**config.mk**
```make
export PLATFORM = sky130hd
export DESIGN_NAME = fvrp_ctrl
export DESIGN_NICKNAME = d
export VERILOG_FILES = /design/src/fvrp_pkg.sv /design/src/fvrp_ctrl.sv
export VERILOG_INCLUDE_DIRS = /design/src
export SDC_FILE = /design/constraint.sdc
export NUM_CORES = 1
export LEC_CHECK = 0
export ABC_AREA = 1
export BUFFER_PORTS_ARGS = -buffer_cell sky130_fd_sc_hd__clkbuf_2
export CAP_MARGIN = 20
export CORE_ASPECT_RATIO = 0.6
export CORE_MARGIN = 2
export CORE_UTILIZATION = 40
export DETAILED_ROUTE_END_ITERATION = 8
export GPL_TIMING_DRIVEN = 1
export REMOVE_ABC_BUFFERS = 1
export SYNTH_ARGS = -nofsm -noshare
export SYNTH_HDL_FRONTEND = slang
export SYNTH_SLANG_ARGS = --single-unit
export TNS_END_PERCENT = 5
```
**constraint.sdc**
```tcl
create_clock -name pclk -period 3.8 [get_ports pclk]
set_input_delay 0 -clock pclk [delete_from_list [all_inputs] [get_ports pclk]]
set_output_delay 0 -clock pclk [all_outputs]
set_load 0.01 [all_outputs]
```
**src/fvrp_map.svh**
```systemverilog
// Purpose: register offsets, field positions, reset values and codes of the flash command sequencer
// Assumes: included by bare name from the design file
// Notes:   definitions only
`ifndef FVRP_MAP_SVH
`define FVRP_MAP_SVH

`define FVRP_OFF_STAT          8'h00
`define FVRP_OFF_INDEX         8'h04
`define FVRP_OFF_PARAM         8'h08
`define FVRP_OFF_CFG           8'h0c
`define FVRP_OFF_PROT          8'h10
`define FVRP_OFF_FAULT         8'h14

`define FVRP_STAT_CCF          7
`define FVRP_STAT_ACC          5
`define FVRP_STAT_PV           4
`define FVRP_STAT_VE           1
`define FVRP_STAT_UE           0
`define FVRP_CFG_LOCK          0
`define FVRP_PROT_EN           31
`define FVRP_FAULT_DFD         1
`define FVRP_FAULT_SFD         0

`define FVRP_CMD_VERIFY_BLOCK  8'h02
`define FVRP_CMD_VERIFY_SECT   8'h03
`define FVRP_CMD_READ_ONCE     8'h04
`define FVRP_CMD_PROGRAM       8'h06

`define FVRP_SLOT_CMD          3'h0
`define FVRP_SLOT_ADDR         3'h1
`define FVRP_SLOT_COUNT        3'h2
`define FVRP_SLOT_LAST         3'h5
`define FVRP_ONCE_LAST         16'h0007
`define FVRP_BLOCK_LAST        2'h1
`define FVRP_PFLASH_LAST       18'h1ffff
`define FVRP_SECTION_LIMIT     20'h20000
`define FVRP_PHRASE_STEP       18'h00008
`define FVRP_ERASED            64'hffff_ffff_ffff_ffff

`define FVRP_RST_SLOT_INDEX    3'h0
`define FVRP_RST_PARAM         16'h0000
`define FVRP_RST_PROT_START    18'h00000

`endif

```
**src/fvrp_pkg.sv**
```systemverilog
// Purpose: types of the flash command sequencer
// Assumes: nothing
// Notes:   array request and answer travel as packed structs
package fvrp_pkg;

    typedef enum logic [2:0] {
        ST_IDLE   = 3'b000,
        ST_CHECK  = 3'b001,
        ST_READ   = 3'b010,
        ST_PROG   = 3'b011,
        ST_VERIFY = 3'b100,
        ST_DONE   = 3'b101
    } fvrp_state_type;

    typedef enum logic [1:0] {
        OP_READ      = 2'b00,
        OP_READ_INFO = 2'b01,
        OP_PROG      = 2'b10
    } fvrp_op_type;

    typedef struct packed {
        logic        req;
        fvrp_op_type op;
        logic [17:0] addr;
        logic [63:0] wdata;
    } fvrp_arr_req_type;

    typedef struct packed {
        logic        ack;
        logic        err;
        logic        uncorr;
        logic [63:0] rdata;
    } fvrp_arr_rsp_type;

endpackage

```
**src/fvrp_ctrl.sv**
```systemverilog
// Purpose: verify, one-time read and program-phrase command sequencer with apb registers
// Assumes: one array operation per req/ack; array ack is a one-cycle pulse
// Notes:   zero-wait apb, read data captured in setup phase
// Function
// - block verify 0x02 takes block bits [17:16] from slot 0, verifies whole block
// - completion flag low while operation runs, set when it ends
// - block verify launched with slot index not 000 raises access error
// - block verify with invalid block bits [17:16] raises access error
// - verify reads set verify error on any error, uncorrectable on hard error
// - section verify 0x03: block slot 000, address slot 001, count slot 010
// - section verify launched with slot index not 010 raises access error
// - section verify and program with address [2:0] nonzero raise access error
// - section crossing a 128 Kbyte boundary raises access error
// - section verify and program outside program memory raise access error
// - section, one-time read, program unavailable in locked mode raise access error
// - one-time read 0x04 accepts phrase index 0 to 7 in slot 001
// - one-time read puts four words in slots 010 to 101, then completes
// - one-time read launched with slot index not 001 raises access error
// - one-time read with index out of range raises access error
// - ordinary reads of program flash during one-time read return invalid
// - program 0x06 takes address from slots 0,1, data 2 to 5, then reads back
// - program launched with slot index not 101 raises access error
// - program to a protected address raises protection violation
// - program read-back sets verify error on error or mismatch, uncorrectable on hard error
// - command with access error at launch is not processed
// - read of busy block is invalid and sets both fault flags if none set
`timescale 1ns/1ns
`include "fvrp_map.svh"
module fvrp_ctrl #(
    parameter int unsigned BLOCK_PHRASES = 16384
) (
    input  wire logic                       pclk,
    input  wire logic                       presetn,
    input  wire logic                       psel,
    input  wire logic                       penable,
    input  wire logic                       pwrite,
    input  wire logic [7:0]                 paddr,
    input  wire logic [31:0]                pwdata,
    output logic [31:0]                     prdata,
    output logic                            pready,
    output logic                            pslverr,
    output fvrp_pkg::fvrp_arr_req_type      arr_req,
    input  wire fvrp_pkg::fvrp_arr_rsp_type arr_rsp,
    input  wire logic                       host_rd_valid,
    input  wire logic [17:0]                host_rd_addr,
    output logic                            host_rd_invalid
);
    import fvrp_pkg::*;

    fvrp_state_type state;
    logic           command_complete_flag;
    logic           access_error_flag;
    logic           protection_violation_flag;
    logic           verify_error_status;
    logic           uncorrectable_error_status;
    logic           single_fault_detect_flag;
    logic           double_fault_detect_flag;
    logic [2:0]     parameter_slot_index;
    logic [15:0]    command_parameter_array [0:5];
    logic           mode_lock;
    logic           prot_en;
    logic [17:0]    prot_start;
    logic [17:0]    run_addr;
    logic [15:0]    remaining;
    logic [31:0]    rd_word;
    logic           apb_setup;
    logic           apb_write;
    logic           launch;
    logic           running;
    logic [7:0]     cmd;
    logic [17:0]    full_addr;
    logic           chk_acc;
    logic           chk_prot;
    logic           ev_verify;
    logic           ev_uncorr;
    logic           busy_block_read;
    logic [63:0]    prog_word;

    function automatic logic is_mapped(input logic [7:0] a);
        return a == `FVRP_OFF_STAT || a == `FVRP_OFF_INDEX || a == `FVRP_OFF_PARAM ||
               a == `FVRP_OFF_CFG || a == `FVRP_OFF_PROT || a == `FVRP_OFF_FAULT;
    endfunction

    function automatic logic in_pflash(input logic [17:0] a);
        return a <= `FVRP_PFLASH_LAST;
    endfunction

    function automatic logic section_crosses(input logic [17:0] a, input logic [15:0] cnt);
        logic [19:0] span_end;
        span_end = {3'b000, a[16:0]} + {1'b0, cnt, 3'b000};
        return span_end > `FVRP_SECTION_LIMIT;
    endfunction

    // apb slave, zero wait states
    assign apb_setup = psel && !penable;
    assign apb_write = psel && penable && pwrite;
    assign pready    = 1'b1;
    assign running   = state == ST_READ || state == ST_PROG || state == ST_VERIFY;
    assign cmd       = command_parameter_array[0][15:8];
    assign full_addr = {command_parameter_array[0][1:0], command_parameter_array[1]};
    assign prog_word = {command_parameter_array[5], command_parameter_array[4],
                        command_parameter_array[3], command_parameter_array[2]};
    // launch refused while old error flags stand
    assign launch    = apb_write && paddr == `FVRP_OFF_STAT && pwdata[`FVRP_STAT_CCF] &&
                       command_complete_flag && !access_error_flag && !protection_violation_flag;

    always_comb begin
        rd_word = 32'h0000_0000;
        case (paddr)
            `FVRP_OFF_STAT: begin
                rd_word[`FVRP_STAT_CCF] = command_complete_flag;
                rd_word[`FVRP_STAT_ACC] = access_error_flag;
                rd_word[`FVRP_STAT_PV]  = protection_violation_flag;
                rd_word[`FVRP_STAT_VE]  = verify_error_status;
                rd_word[`FVRP_STAT_UE]  = uncorrectable_error_status;
            end
            `FVRP_OFF_INDEX: rd_word[2:0] = parameter_slot_index;
            `FVRP_OFF_PARAM: begin
                if (parameter_slot_index <= `FVRP_SLOT_LAST) begin
                    rd_word[15:0] = command_parameter_array[parameter_slot_index];
                end
            end
            `FVRP_OFF_CFG: rd_word[`FVRP_CFG_LOCK] = mode_lock;
            `FVRP_OFF_PROT: begin
                rd_word[`FVRP_PROT_EN] = prot_en;
                rd_word[17:0]          = prot_start;
            end
            `FVRP_OFF_FAULT: begin
                rd_word[`FVRP_FAULT_DFD] = double_fault_detect_flag;
                rd_word[`FVRP_FAULT_SFD] = single_fault_detect_flag;
            end
            default: rd_word = 32'h0000_0000;
        endcase
    end

    always_ff @(posedge pclk or negedge presetn) begin
        if (!presetn) begin
            prdata  <= 32'h0000_0000;
            pslverr <= 1'b0;
        end else if (apb_setup) begin
            prdata  <= pwrite ? 32'h0000_0000 : rd_word;
            pslverr <= !is_mapped(paddr);
        end
    end

    // launch-time checks
    always_comb begin
        chk_prot = 1'b0;
        case (cmd)
            `FVRP_CMD_VERIFY_BLOCK:
                chk_acc = parameter_slot_index != `FVRP_SLOT_CMD ||
                          command_parameter_array[0][1:0] > `FVRP_BLOCK_LAST;
            `FVRP_CMD_VERIFY_SECT:
                chk_acc = parameter_slot_index != `FVRP_SLOT_COUNT || mode_lock ||
                          !in_pflash(full_addr) || full_addr[2:0] != 3'b000 ||
                          section_crosses(full_addr, command_parameter_array[2]);
            `FVRP_CMD_READ_ONCE:
                chk_acc = parameter_slot_index != `FVRP_SLOT_ADDR || mode_lock ||
                          command_parameter_array[1] > `FVRP_ONCE_LAST;
            `FVRP_CMD_PROGRAM: begin
                chk_acc  = parameter_slot_index != `FVRP_SLOT_LAST || mode_lock ||
                           !in_pflash(full_addr) || full_addr[2:0] != 3'b000;
                chk_prot = prot_en && full_addr >= prot_start;
            end
            default: chk_acc = 1'b1;
        endcase
    end

    // sequencer
    always_ff @(posedge pclk or negedge presetn) begin
        if (!presetn) begin
            state     <= ST_IDLE;
            run_addr  <= 18'h00000;
            remaining <= 16'h0000;
        end else begin
            case (state)
                ST_IDLE: if (launch) begin
                    state <= ST_CHECK;
                end
                ST_CHECK: begin
                    if (chk_acc || chk_prot) begin
                        state <= ST_DONE;
                    end else if (cmd == `FVRP_CMD_VERIFY_BLOCK) begin
                        run_addr  <= {command_parameter_array[0][1:0], 16'h0000};
                        remaining <= 16'(BLOCK_PHRASES);
                        state     <= ST_READ;
                    end else if (cmd == `FVRP_CMD_VERIFY_SECT) begin
                        run_addr  <= full_addr;
                        remaining <= command_parameter_array[2];
                        state     <= command_parameter_array[2] == 16'h0000 ? ST_DONE : ST_READ;
                    end else if (cmd == `FVRP_CMD_READ_ONCE) begin
                        run_addr <= {12'h000, command_parameter_array[1][2:0], 3'b000};
                        state    <= ST_READ;
                    end else begin
                        run_addr <= full_addr;
                        state    <= ST_PROG;
                    end
                end
                ST_READ: if (arr_rsp.ack) begin
                    if (cmd == `FVRP_CMD_READ_ONCE || remaining == 16'h0001) begin
                        state <= ST_DONE;
                    end else begin
                        remaining <= remaining - 16'h0001;
                        run_addr  <= run_addr + `FVRP_PHRASE_STEP;
                    end
                end
                ST_PROG: if (arr_rsp.ack) begin
                    state <= ST_VERIFY;
                end
                ST_VERIFY: if (arr_rsp.ack) begin
                    state <= ST_DONE;
                end
                ST_DONE: state <= ST_IDLE;
                default: state <= ST_IDLE;
            endcase
        end
    end

    always_comb begin
        arr_req.req   = running;
        arr_req.op    = state == ST_PROG ? OP_PROG : (cmd == `FVRP_CMD_READ_ONCE ? OP_READ_INFO : OP_READ);
        arr_req.addr  = run_addr;
        arr_req.wdata = prog_word;
    end

    // read error events during verify reads
    assign ev_verify = arr_rsp.ack && ((state == ST_READ && (arr_rsp.err ||
                       (cmd != `FVRP_CMD_READ_ONCE && arr_rsp.rdata != `FVRP_ERASED))) ||
                       (state == ST_VERIFY && (arr_rsp.err || arr_rsp.rdata != prog_word)));
    assign ev_uncorr = arr_rsp.ack && arr_rsp.uncorr && (state == ST_READ || state == ST_VERIFY);

    always_ff @(posedge pclk or negedge presetn) begin
        if (!presetn) begin
            command_complete_flag <= 1'b1;
        end else if (launch) begin
            command_complete_flag <= 1'b0;
        end else if (state == ST_DONE) begin
            command_complete_flag <= 1'b1;
        end
    end

    // sticky error flags, set wins over write-one clear
    always_ff @(posedge pclk or negedge presetn) begin
        if (!presetn) begin
            access_error_flag         <= 1'b0;
            protection_violation_flag <= 1'b0;
        end else begin
            if (state == ST_CHECK && chk_acc) begin
                access_error_flag <= 1'b1;
            end else if (apb_write && paddr == `FVRP_OFF_STAT && pwdata[`FVRP_STAT_ACC]) begin
                access_error_flag <= 1'b0;
            end
            if (state == ST_CHECK && chk_prot) begin
                protection_violation_flag <= 1'b1;
            end else if (apb_write && paddr == `FVRP_OFF_STAT && pwdata[`FVRP_STAT_PV]) begin
                protection_violation_flag <= 1'b0;
            end
        end
    end

    always_ff @(posedge pclk or negedge presetn) begin
        if (!presetn) begin
            verify_error_status        <= 1'b0;
            uncorrectable_error_status <= 1'b0;
        end else if (launch) begin
            verify_error_status        <= 1'b0;
            uncorrectable_error_status <= 1'b0;
        end else begin
            if (ev_verify) begin
                verify_error_status <= 1'b1;
            end
            if (ev_uncorr) begin
                uncorrectable_error_status <= 1'b1;
            end
        end
    end

    // slot index and parameter slots, writable only while idle
    always_ff @(posedge pclk or negedge presetn) begin
        if (!presetn) begin
            parameter_slot_index <= `FVRP_RST_SLOT_INDEX;
            for (int i = 0; i < 6; i++) begin
                command_parameter_array[i] <= `FVRP_RST_PARAM;
            end
        end else if (state == ST_READ && arr_rsp.ack && cmd == `FVRP_CMD_READ_ONCE) begin
            command_parameter_array[2] <= arr_rsp.rdata[15:0];
            command_parameter_array[3] <= arr_rsp.rdata[31:16];
            command_parameter_array[4] <= arr_rsp.rdata[47:32];
            command_parameter_array[5] <= arr_rsp.rdata[63:48];
        end else if (apb_write && command_complete_flag) begin
            if (paddr == `FVRP_OFF_INDEX) begin
                parameter_slot_index <= pwdata[2:0];
            end
            if (paddr == `FVRP_OFF_PARAM && parameter_slot_index <= `FVRP_SLOT_LAST) begin
                command_parameter_array[parameter_slot_index] <= pwdata[15:0];
            end
        end
    end

    always_ff @(posedge pclk or negedge presetn) begin
        if (!presetn) begin
            mode_lock  <= 1'b0;
            prot_en    <= 1'b0;
            prot_start <= `FVRP_RST_PROT_START;
        end else if (apb_write && command_complete_flag) begin
            if (paddr == `FVRP_OFF_CFG) begin
                mode_lock <= pwdata[`FVRP_CFG_LOCK];
            end
            if (paddr == `FVRP_OFF_PROT) begin
                prot_en    <= pwdata[`FVRP_PROT_EN];
                prot_start <= pwdata[17:0];
            end
        end
    end

    // ordinary reads of the block under an algorithm
    // one-time read blocks every program flash address, not only its own block
    assign busy_block_read = host_rd_valid && running && (host_rd_addr[17:16] == run_addr[17:16] ||
                             (cmd == `FVRP_CMD_READ_ONCE && in_pflash(host_rd_addr)));

    always_ff @(posedge pclk or negedge presetn) begin
        if (!presetn) begin
            host_rd_invalid          <= 1'b0;
            single_fault_detect_flag <= 1'b0;
            double_fault_detect_flag <= 1'b0;
        end else begin
            host_rd_invalid <= busy_block_read;
            if (busy_block_read && !single_fault_detect_flag && !double_fault_detect_flag) begin
                single_fault_detect_flag <= 1'b1;
                double_fault_detect_flag <= 1'b1;
            end else if (apb_write && paddr == `FVRP_OFF_FAULT) begin
                if (pwdata[`FVRP_FAULT_SFD]) begin
                    single_fault_detect_flag <= 1'b0;
                end
                if (pwdata[`FVRP_FAULT_DFD]) begin
                    double_fault_detect_flag <= 1'b0;
                end
            end
        end
    end
endmodule // fvrp_ctrl

```
Word-level counts from Yosys, hierarchy flattened
Index checks and enable logic that the tools add are counted.
Widths: inputs -> output; s select.
Storage, ports and cells
  logic and storage cells: 219
  RAM bits: 0
  ROM bits: 0
  latch bits: 0
  output and inout port bits: 120
  bits in registers: 197
  memories: 0
  input port bits: 131
Operators by class
  divide/modulo/power cells: 0
  bitwise operators: 2
  add/sub/neg operators: 3
  multiplexer cells: 65
  reduce and logical (&&, ||, !) cells: 87
  shift operators: 0
  equality and inequality tests: 30
  magnitude comparators: 9
  $mul: 0
Operators with widths (count)
  $mux 64: 3
  $mux 16: 9
  $mux 18: 6
  $bwmux 96: 1
  $ne 64x64->1: 1
  $ne 64x64->1 const B: 1
  $bmux 16 s3: 1
  $demux 16 s3: 1
  $le 18x17->1 const B: 2
  $pmux 18 s2: 1
  $mux 32: 1
  $pmux 16 s2: 1
  $logic_and 1x1->1: 30
  $mux 3: 9
  $eq 8x3->1 const B: 3
  $logic_or 1x1->1: 24
  $reduce_bool 2->1: 11
  $add 17x19->20: 1
  $gt 20x18->1 const B: 1
  $mux 1: 20
  $add 18x4->18 const B: 1
  $ge 18x18->1: 1
  $eq 16x1->1 const B: 1
  $eq 8x2->1 const B: 2
  other kinds (37): 64

Depth between registers and ports, before layout
Gate-level depths: netlist of run 1.
  depth in word-level cells: 9
  mapped depth: 22
  gate-level depth less buffers: 21

Worst setup path before layout of run 1
No wires, ideal clock.
  path type: register -> register
  start point: register command_parameter_array (netlist bit arr_req[0])
  end point: register remaining[8]
  stages on the path, launching flop included: 22
  setup slack: 1124 ps
  library setup time: 119 ps
  arrival time: 2558 ps
  path through: dfrtp_1 > ha_1 > fa_1 > nand2_1 > nand2_1 > nand3_1 > nand2_1 > nand2_1 > nand2_1 > a21oi_1 > nand2_1 > nand2_1 > inv_1 > nand2_1 > nand2_1 > nand2_1 > nand2_2 > nand2_1 > nand4_2 > buf_2 > nand2_1 > nand2_1
Between the ends
  word-level cells in the longest chain between the ends: 7
Ends and longest elaborated chain
  from (decl): line fvrp_ctrl.sv:59  | logic [15:0] command_parameter_array [0:5];
  from (signal, indexed assignment): line fvrp_ctrl.sv:283  | command_parameter_array[i] <= `FVRP_RST_PARAM;
  from (signal, indexed assignment): line fvrp_ctrl.sv:295  | command_parameter_array[parameter_slot_index] <= pwdata[15:0];
  $add 17x19->20: line fvrp_ctrl.sv:90  | span_end = {3'b000, a[16:0]} + {1'b0, cnt, 3'b000};
  $gt 20x18->1 (no source line)
  $logic_or 1x1->1: line fvrp_ctrl.sv:154  | chk_acc = parameter_slot_index != `FVRP_SLOT_COUNT || mode_lock ||
  $pmux 1 s4: line fvrp_ctrl.sv:149  | case (cmd)
  $logic_or 1x1->1: line fvrp_ctrl.sv:181  | if (chk_acc || chk_prot) begin
  $ne 2x2->1 (no source line)
  $reduce_and 5->1 (no source line)
  to (signal assigned): line fvrp_ctrl.sv:185  | remaining <= 16'(BLOCK_PHRASES);
  to (signal assigned): line fvrp_ctrl.sv:189  | remaining <= command_parameter_array[2];
  to (signal assigned): line fvrp_ctrl.sv:203  | remaining <= remaining - 16'h0001;
  to (decl): line fvrp_ctrl.sv:64  | logic [15:0] remaining;
Every way passes these cells.
A chain may end at the register's enable or synchronous reset.

Worst setup path after layout of run 1
  start point: register command_parameter_array (netlist bit arr_req[0])
  end point: register remaining[6]
Same word-level chain as after synthesis.

==> impl_metrics.toml, run 1 <==
[drt]
drcViolationCount = 0
wl_um = 51960
viasPerCell = 5.701
wl_met1_um = 22920
dr_total_vias = 13568
ant_nets = 0
routed.top_layer = "met5"
routedWlPerCell_um = 21.83
wl_met3_um = 7425
met2WireLength_um = 20360
dr.pass1.iters = 6
drt_iter0_drc = 1661

[synthesis]
synthCells = 1739
synth_warnings = 0
synth_edf_count = 0
ys_types = 55
ys_seq_area_share_pct = 36.46
ys_seq_elements = 184
syn_area_um2 = 12630
syn_area_per_cell_um2 = 7.263
ys.flop_type = "dfrtp_1"
async_flop_share_pct = 100.0

[critical_path]
end_kind = "flip-flop"
reg2regPathDepth = 18
worstPathMaxFanout = 16
critical_path_class = "reg2reg"
required_ns = 4.14
crit_arrival_ns = 3.68
startpoint_type = "flip-flop"

[hold_path]
holdPathStages = 6
min_path_type = "in2reg"

[finish]
layout_common_cells = "395 x nand2_1, 257 x o21ai_0, 206 x clkbuf_2"
drive_gt1_share_pct = 15.84
nNetsFinal = 2118
instances_no_fill = 2380
final_common_cell = "nand2_1"
synthToLayoutAreaGrowth_pct = 19.69
num_antenna_cells = 0

[run_status]
outcome = "completed"

[floorplan]
coreArea_um2 = 31150
start_util_pct = 40.54
die_w_um = 233.4
rows = 50
die_h_um = 141.6
ioPinCount = 251
die_area_um2 = 33060

[sta]
hold_violations = 0
finalCritPeriodShare_pct = 87.73
tns_ns = 0
skew_ns = 0.01189
finalSetupViolations = 0
period_needed_ns = 3.334
final-max-slew-violation-count = 0
max_slew_margin_pct = 18.90
worstMarginPinSlew_ns = 1.205
fmax_mhz = 300.0
rsz0062_at_grt = "no"

[power_and_ir_drop]
clkPwrFrac_pct = 38.1
seq_power_share_pct = 41.1
power_switching_mw = 1.691
switching_share_pct = 32.92
p_int_mw = 3.445
max-vdd-ir-drop_uv = 252.1
comb_power_share_pct = 20.8
power_density_nw_per_um2 = 339.7
leakagePower_nw = 7.334
fin_total_pwr_mw = 5.136

[job]
drv_cap = 0

[clock_network]
clk_latency_ns = 0.47
cts_post_setup_buffers_inserted = 0
cts_buffers = 17
cts_hold_buf = 81
cts_max_path_buffers = 2
cts-resized-gates = 0
cts.sinks = 184
htreeDepth = 4
clk_pin_slew_ns = 0.07
cts_tree = "done"
cts_root_buffer = "clkbuf_16"

[grt]
antenna_found_initial = 3
track_usage_pct = 31.40
grt_max_degree = 97
grt_pass1_wl_um = 76370
grt.overflow.total = 0
grt_pass1_vias = 12378

[place]
dp_hpwl_um = 38940
io_buffers = 207
placed_cells = 2267
gp_congestion = 0.9922
-- through the flow --
| stage | instance area (µm²) | setup WS (ns) | utilization (%) | hold slack, ns |
|---|---|---|---|---|
| 3_3_place_gp | 13690 | 0.5423 | 43.95 | 0.1637 |
| 5_1_grt | 15120 | 0.07324 | 48.53 | 0.04779 |
| 6_report | 15120 | 0.4663 | 48.53 | 0.03212 |
| 2_1_floorplan | 11830 | -0.4853 | - | -0.2956 |
| 4_1_cts | 15120 | 0.4510 | 48.53 | 0.003149 |
| 3_5_place_dp | 13690 | 0.4709 | 43.95 | 0.1654 |
-- synthesized netlist by cell type, drive strengths merged, types with 35 or more instances --
| library cell | instances | area, µm² |
|---|---|---|
| nand2 | 399 | 1505 |
| o21ai | 269 | 1346 |
| inv | 201 | 754.5 |
| dfrtp | 183 | 4579 |
| buf | 93 | 663.1 |
| nor2 | 90 | 347.8 |
| nand3 | 70 | 350.3 |
| a21oi | 62 | 321.6 |
| o22ai | 51 | 319.1 |
| nand4 | 50 | 325.3 |
| clkbuf | 48 | 180.2 |
| ha | 35 | 437.9 |
-- worst max-delay path, cell delays in order, from the launching register on --
cell     delay, ns
dfrtp_1       0.39
ha_1          0.24
fa_1          0.43
nand2_1       0.09
nand2_1       0.07
nand3_1       0.12
nand2_1       0.10
nand2_1       0.07
nand2_1       0.10
a21oi_1       0.19
nor3_1        0.06
nor2_1        0.13
nand2_1       0.14
nand2_1       0.13
nand2_2       0.08
nand2_1       0.16
nand4_2       0.42
nand2_1       0.19
nand2_1       0.08
-- flip-flops by register name (all words and copies together), names as in the netlist, 3 cells and up --
name and cells:
arr_req 64, cmd 8, command_parameter_array 24, parameter_slot_index 3
prdata 19, prot_start 18, remaining 16, run_addr 18
state 3
-- cell families after synthesis --
family,after synthesis,share of synthesized area (%)
AOI/OAI and AO/OA,465,21.17
xor gates and xnor gates,41,2.843
adders and majority gates,36,3.626
buffers and inverters,345,12.74
DFF,184,36.46
other,2,0.05946
and+or+nand+nor,666,23.10
-- metal layers --
layer	GRT usage, %	vias to the layer above
met2	42.00	844
met1	46.01	6376
met4	8.994	2
met3	12.46	110
met5	0	-
li1	-	6236
-- power groups by stage --
stage / sequential (mW) / combinational, mW / clock, mW
after floorplan: 2.13 / 0.559 / 0
after global placement: 2.15 / 0.960 / 0
after detailed placement: 2.15 / 0.980 / 0
after CTS: 2.11 / 1.05 / 1.97
after global routing: 2.12 / 1.18 / 2.06
final: 2.11 / 1.07 / 1.96
-- final timing paths --
check / start / end / slack, ns
max in group asynchronous: presetn / arr_req[5] / 2.63
max reg2reg: arr_req[0] / remaining[6] / 0.47
max: arr_req[0] / remaining[6] / 0.47
min reg2reg: run_addr[0] / run_addr[0] / 0.47
min in group asynchronous: presetn / prdata[17] / 0.19
min: paddr[0] / mode_lock / 0.03
-- cell type report --
cell class	instances	area, µm²
clock buffer	17	425.4
sequential	184	4606
timing repair buffer	322	2136
multi-input combinational	1222	6475
fill	3127	16040
clock inverter	15	190.2
inverter	204	765.7
tap	416	520.5
No activity file was read; power rests on OpenSTA's default activity.
==> inputs of run 2 (changes only) <==
--- a/config.mk
+++ b/config.mk
@@ -6,7 +6,6 @@
 export SDC_FILE = /design/constraint.sdc
 export NUM_CORES = 1
 export LEC_CHECK = 0
-export ABC_AREA = 1
 export BUFFER_PORTS_ARGS = -buffer_cell sky130_fd_sc_hd__clkbuf_2
 export CAP_MARGIN = 20
 export CORE_ASPECT_RATIO = 0.6
==> run 2 against run 1 <==
Compared with the run above: critical path depth is 6 lower; first-iteration DRC count up 15%; clock power is 3% lower; sequential share of layout area is essentially flat; fmax down 8.3%; final cell count shrank 14%; hold slack gained 0.013 ns; total power is 17% lower.
==> impl_metrics.toml, run 2 <==
[grt]
track_usage_pct = 31.65
grt.overflow.total = 0
grtUsageMet3_pct = 15.45
grt_max_degree = 129
antenna_found_initial = 0
grt_pass1_vias = 11676
grtUsageMet1_pct = 45.94
grt_pass1_wl_um = 75280
met2_usage_pct = 41.44
grt_busiest_layer = "met1"

[place]
dpl_cell_area_um2 = 13420
io_buffers = 207
gp_congestion = 1.010
dp_hpwl_um = 37570

[sta]
fmax_mhz = 275.1
skew_ns = 0.009297
finalSetupViolations = 0
rsz0062_at_grt = "no"
final-max-slew-violation-count = 0
period_needed_ns = 3.635
worstMarginPinSlew_ns = 1.197
tns_ns = 0
hold_violations = 0
finalCritPeriodShare_pct = 95.67
max_slew_margin_pct = 20.22

[finish]
final_common_cell = "clkbuf_2"
final_area_um2 = 15120
synthToLayoutAreaGrowth_pct = 23.86
num_antenna_cells = 0
final-seq-area_um2 = 4607
drive_gt1_share_pct = 22.02
layout_common_cells = "206 x clkbuf_2, 182 x dfrtp_1, 121 x nor2_1"
multi_input_area_um2 = 6619
largest_register_ffs = 64
post-route-util_pct = 50.43
fillers = 2790
nNetsFinal = 1799

[synthesis]
ys_types = 77
synth_edf_count = 0
synthCells = 1383
synth_most_common_cell = "dfrtp_1"
syn_area_um2 = 12210
ys.flop_type = "dfrtp_1"
syn_area_per_cell_um2 = 8.825
ys_seq_area_share_pct = 37.73
yosysTopAreaCell = "dfrtp_1"
async_flop_share_pct = 100.0
synth_warnings = 0
ys_seq_elements = 184
ys_top_cells_by_count = "183 x dfrtp_1, 122 x nor2_1, 119 x a21oi_1"
synth_top_area_share_pct = 37.52
yosys-top-cells-area = "dfrtp_1 38%, mux2i_1 6.2%, a21oi_1 4.9%"

[drt]
dr.pass1.iters = 6
dr_total_vias = 12398
routedWlPerCell_um = 24.90
wl_um = 51100
viasPerCell = 6.042
drcViolationCount = 0
ant_nets = 0
drt_iter0_drc = 1912

[clock_network]
clk_pin_slew_ns = 0.08
cts_max_path_buffers = 2
cts_root_buffer = "clkbuf_16"
cts.sinks = 184
cts_buffers = 17
clk_latency_ns = 0.46
cts_tree = "done"
htreeDepth = 4
cts_post_setup_buffers_inserted = 0

[floorplan]
rows = 49
die_w_um = 229.5
die_area_um2 = 31970
coreArea_um2 = 29980
die_h_um = 139.3
ioPinCount = 251
start_util_pct = 40.71

[critical_path]
rr_startpoint = "arr_req[2]"
crit_arrival_ns = 3.99
required_ns = 4.15
crit_start = "arr_req[2]"
critical_path_class = "reg2reg"
startpoint_type = "flip-flop"
worstPathMaxFanout = 17
end_kind = "flip-flop"

[power_and_ir_drop]
power_density_nw_per_um2 = 283.4
max-vdd-ir-drop_uv = 352.6
leakagePower_nw = 7.463
fin_total_pwr_mw = 4.284

[job]
drv_cap = 0

[hold_path]
holdCritStartpoint = "paddr[4]"
min_path_type = "in2reg"

[run_status]
outcome = "completed"
-- run 2: path summary, 6_finish.rpt --
kind / end / slack, ns / cells after the start
min in group asynchronous: arr_req[54] / 0.18 / 2
worst max register to register: run_addr[5] / 0.16 / 12
max in group asynchronous: arr_req[1] / 2.61 / 3
worst min-delay path: prdata[2] / 0.05 / 4
worst max-delay path: run_addr[5] / 0.16 / 12
worst min register to register: prdata[17] / 0.49 / 2
-- run 2: critical path, cell delays in order, from the launching register on --
cell,delay [ns]
dfrtp_1,0.44
ha_1,0.41
nor2_1,0.10
nor3b_1,0.28
o32ai_1,0.13
or4_4,0.57
nor4_4,0.24
a41oi_2,0.21
o41ai_4,0.48
o21a_1,0.22
buf_12,0.16
mux2i_1,0.20
nand2_1,0.07
-- run 2: final cells by class --
| class | instances | area share (%) |
|---|---|---|
| Multi-Input combinational cell | 1001 | 43.78 |
| Sequential cell | 184 | 30.47 |
| Timing Repair Buffer | 364 | 16.77 |
| Tap cell | 408 | 3.377 |
| Clock buffer | 17 | 2.814 |
| Inverter | 64 | 1.589 |
| Clock inverter | 14 | 1.200 |
-- run 2: logic make-up after synthesis --
family,after synthesis,synth area share (%)
AO/OA/AOI/OAI,391,20.37
buffers and inverters,210,9.124
flip-flops,184,37.73
AND/OR/NAND/NOR,394,15.56
other,2,0.06153
multiplexers,110,9.380
XOR/XNOR,56,4.018
adder cells (fa/ha/maj),36,3.752
-- run 2: where the power goes --
group          internal [mW]  total (mW)  switching [mW]  leakage (nW)
logic                  0.148       0.387           0.239          4.81
registers               1.98        2.00          0.0182          2.37
clock network          0.996        1.90           0.904         0.287
total                   3.12        4.28            1.16          7.46
-- run 2: per-stage QoR --
step | hold slack [ns] | setup WS (ns) | std cells
after CTS | 0.005865 | 0.02309 | 2051
after global routing | 0.04153 | 0.002708 | 2052
after floorplan | -0.2956 | -1.360 | 1249
after global placement | 0.1614 | 0.1584 | 1920
final | 0.04500 | 0.1647 | 2052
after detailed placement | 0.1606 | 0.05122 | 1920
-- run 2: timing repair --
item,in CTS,in global routing
hold buffers,100,0
endpoints found under the hold margin,210,0
endpoints found under the setup margin,0,37
resized for setup,0,18
-- run 2: metal layers --
metal	routed length, µm	vias to the layer above
met1	22040	6039
li1	-	5453
met4	936	0
met2	19990	817
met5	0	-
met3	8134	89
==> inputs of run 3 (changes only) <==
--- a/config.mk
+++ b/config.mk
@@ -10,9 +10,10 @@
 export CAP_MARGIN = 20
 export CORE_ASPECT_RATIO = 0.6
 export CORE_MARGIN = 2
-export CORE_UTILIZATION = 40
+export CORE_UTILIZATION = 56
 export DETAILED_ROUTE_END_ITERATION = 8
 export GPL_TIMING_DRIVEN = 1
+export PLACE_DENSITY = 0.81
 export REMOVE_ABC_BUFFERS = 1
 export SYNTH_ARGS = -nofsm -noshare
 export SYNTH_HDL_FRONTEND = slang
==> run 3 against run 2 <==
Compared with the run above: via count increased by 3.7%; design area decreased by 2.3%; register-to-register slack about the same; clock skew increased by 0.0031 ns; clock-buffer cell count unchanged; largest power group unchanged.
==> impl_metrics.toml, run 3 (synthesized netlist as in run 2, its figures left out) <==
[run_status]
outcome = "completed"

[power_and_ir_drop]
power_density_nw_per_um2 = 287.6
seq_power_share_pct = 47.0
fin_total_pwr_mw = 4.248
p_int_mw = 3.113
switching_share_pct = 26.72
power_switching_mw = 1.135
clkPwrFrac_pct = 44.0
leakagePower_nw = 7.381
max-vdd-ir-drop_uv = 329.6
comb_power_share_pct = 9.0

[hold_path]
min_path_type = "in2reg"
holdPathStages = 3

[sta]
final-max-slew-violation-count = 0
hold_violations = 0
period_needed_ns = 3.644
fmax_mhz = 274.4
finalCritPeriodShare_pct = 95.90
max_slew_margin_pct = 24.52
skew_ns = 0.01238
finalSetupViolations = 0
worstMarginPinSlew_ns = 1.128

[finish]
drive_gt1_share_pct = 21.83
layout_common_cells = "206 x clkbuf_2, 183 x dfrtp_1, 122 x nor2_1"
nNetsFinal = 1789
num_antenna_cells = 0
final_common_cell = "clkbuf_2"
largest_register_ffs = 64
final_area_um2 = 14770
synthToLayoutAreaGrowth_pct = 21.01

[grt]
grt_max_degree = 107
grt_pass1_wl_um = 73150
grt.overflow.total = 0
grt_pass1_vias = 11889
antenna_found_initial = 3
track_usage_pct = 42.29

[floorplan]
die_area_um2 = 23030
ioPinCount = 251
start_util_pct = 57.61
rows = 41
die_w_um = 194.6
coreArea_um2 = 21190
die_h_um = 118.4

[critical_path]
end_kind = "flip-flop"
crit_cells = 14
crit_arrival_ns = 3.98
path_cells = "ha_1 > fa_2 > a21oi_2 > o21ai_1 > mux2i_1 > or4_1 > nor4_2 > a41oi_2 > o41ai_4 > buf_4 > o21a_1 > buf_12 > mux2i_1 > nand2_1"
crit_path_max_incr_delay_ns = 0.50
required_ns = 4.14
cp_num_buf_inv = 2
critical_path_class = "reg2reg"
crit_top_cell = "mux2i_1"
critPathSlowestCell = "or4_1"
worstPathMaxFanout = 17
reg2regPathDepth = 14
startpoint_type = "flip-flop"
cp_top_family = "compound AO/OA/AOI/OAI gates"

[drt]
ant_nets = 0
viasPerCell = 6.718
wl_um = 48870
dr.pass1.iters = 9
drcViolationCount = 0
routedWlPerCell_um = 25.53
dr_total_vias = 12859
drt_iter0_drc = 2150

[clock_network]
cts_root_buffer = "clkbuf_16"
cts.sinks = 184
clk_pin_slew_ns = 0.07
htreeDepth = 4
cts_tree = "done"
clk_latency_ns = 0.45
cts_max_path_buffers = 2
cts_buffers = 17

[place]
dp_hpwl_um = 35020
io_buffers = 207
gp_congestion = 1.021
dpl_cell_area_um2 = 13240

[job]
drv_cap = 0
[run 3: changes by cell type in the layout (fill, tap and decap cells not counted), sizes merged]
cell         previous run  this run
buf                    57        58
clkinv                  2         7
clkinvlp                3         2
dlygate4sd3           100        89
inv                    71        68
[run 3: per-layer routing]
layer / global-route usage [%] / wire (µm) / vias up
met2: 55.89 / 19050 / 1064
li1: - / - / 5416
met4: 13.22 / 1684 / 6
met5: 0 / 46 / -
met3: 20.52 / 8638 / 184
met1: 59.85 / 19450 / 6189
[run 3: final cells by class]
class	instances	area (µm²)
multi-input cells	1001	6579
fillers	1620	6416
flip-flops and latches	184	4606
repair buffers	354	2400
clock buffers	17	425.4
well taps	279	349.1
inverters	64	240.2
clock inverters	15	171.4
[run 3: worst reg2reg max path: cells and delay by family (launching register included)]
family	cells	cell delay [ns]
mux	2	0.34
flops	1	0.39
buf+inv	2	0.36
compound gates	5	1.04
fa+ha+maj	2	0.62
simple gates	3	0.78
[run 3: power by group through the flow]
stage	logic (mW)	registers [mW]	clock network, mW
floorplan	0.0853	2.03	0
global placement	0.288	2.03	0
detailed placement	0.290	2.03	0
global route	0.401	2.00	1.95
finish	0.382	2.00	1.87
CTS	0.362	2.00	1.87
[run 3: final timing paths]
kind                             startpoint                     to  slack, ns
setup / recovery                 arr_req[0]            run_addr[5]       0.16
hold / removal             host_rd_addr[17]        host_rd_invalid       0.03
setup reg to reg                 arr_req[0]            run_addr[5]       0.16
hold reg to reg                  prdata[31]             prdata[31]       0.50
max in group asynchronous           presetn  command_complete_flag       2.56
min in group asynchronous           presetn            arr_req[39]       0.23
[run 3: per-stage QoR]
step	setup TNS (ns)	cells	utilization, %	worst slack [ns]	hold slack (ns)
global route	-0.01980	1914	69.72	-0.008801	0.02156
global placement	0	1790	62.48	0.1088	0.1875
detailed placement	0	1790	62.48	0.005465	0.1812
floorplan	-90.44	1249	-	-1.360	-0.2956
finish	0	1914	69.72	0.1559	0.02626
CTS	0	1913	69.59	0.08253	0.01492
[run 3: repair_timing]
action | CTS | global route
setup endpoints to repair | 3 | 32
pin swaps | 1 | 2
gates resized for setup | 1 | 6
hold buffers | 89 | 0
hold endpoints to repair | 207 | 0
setup buffers | 2 | 1
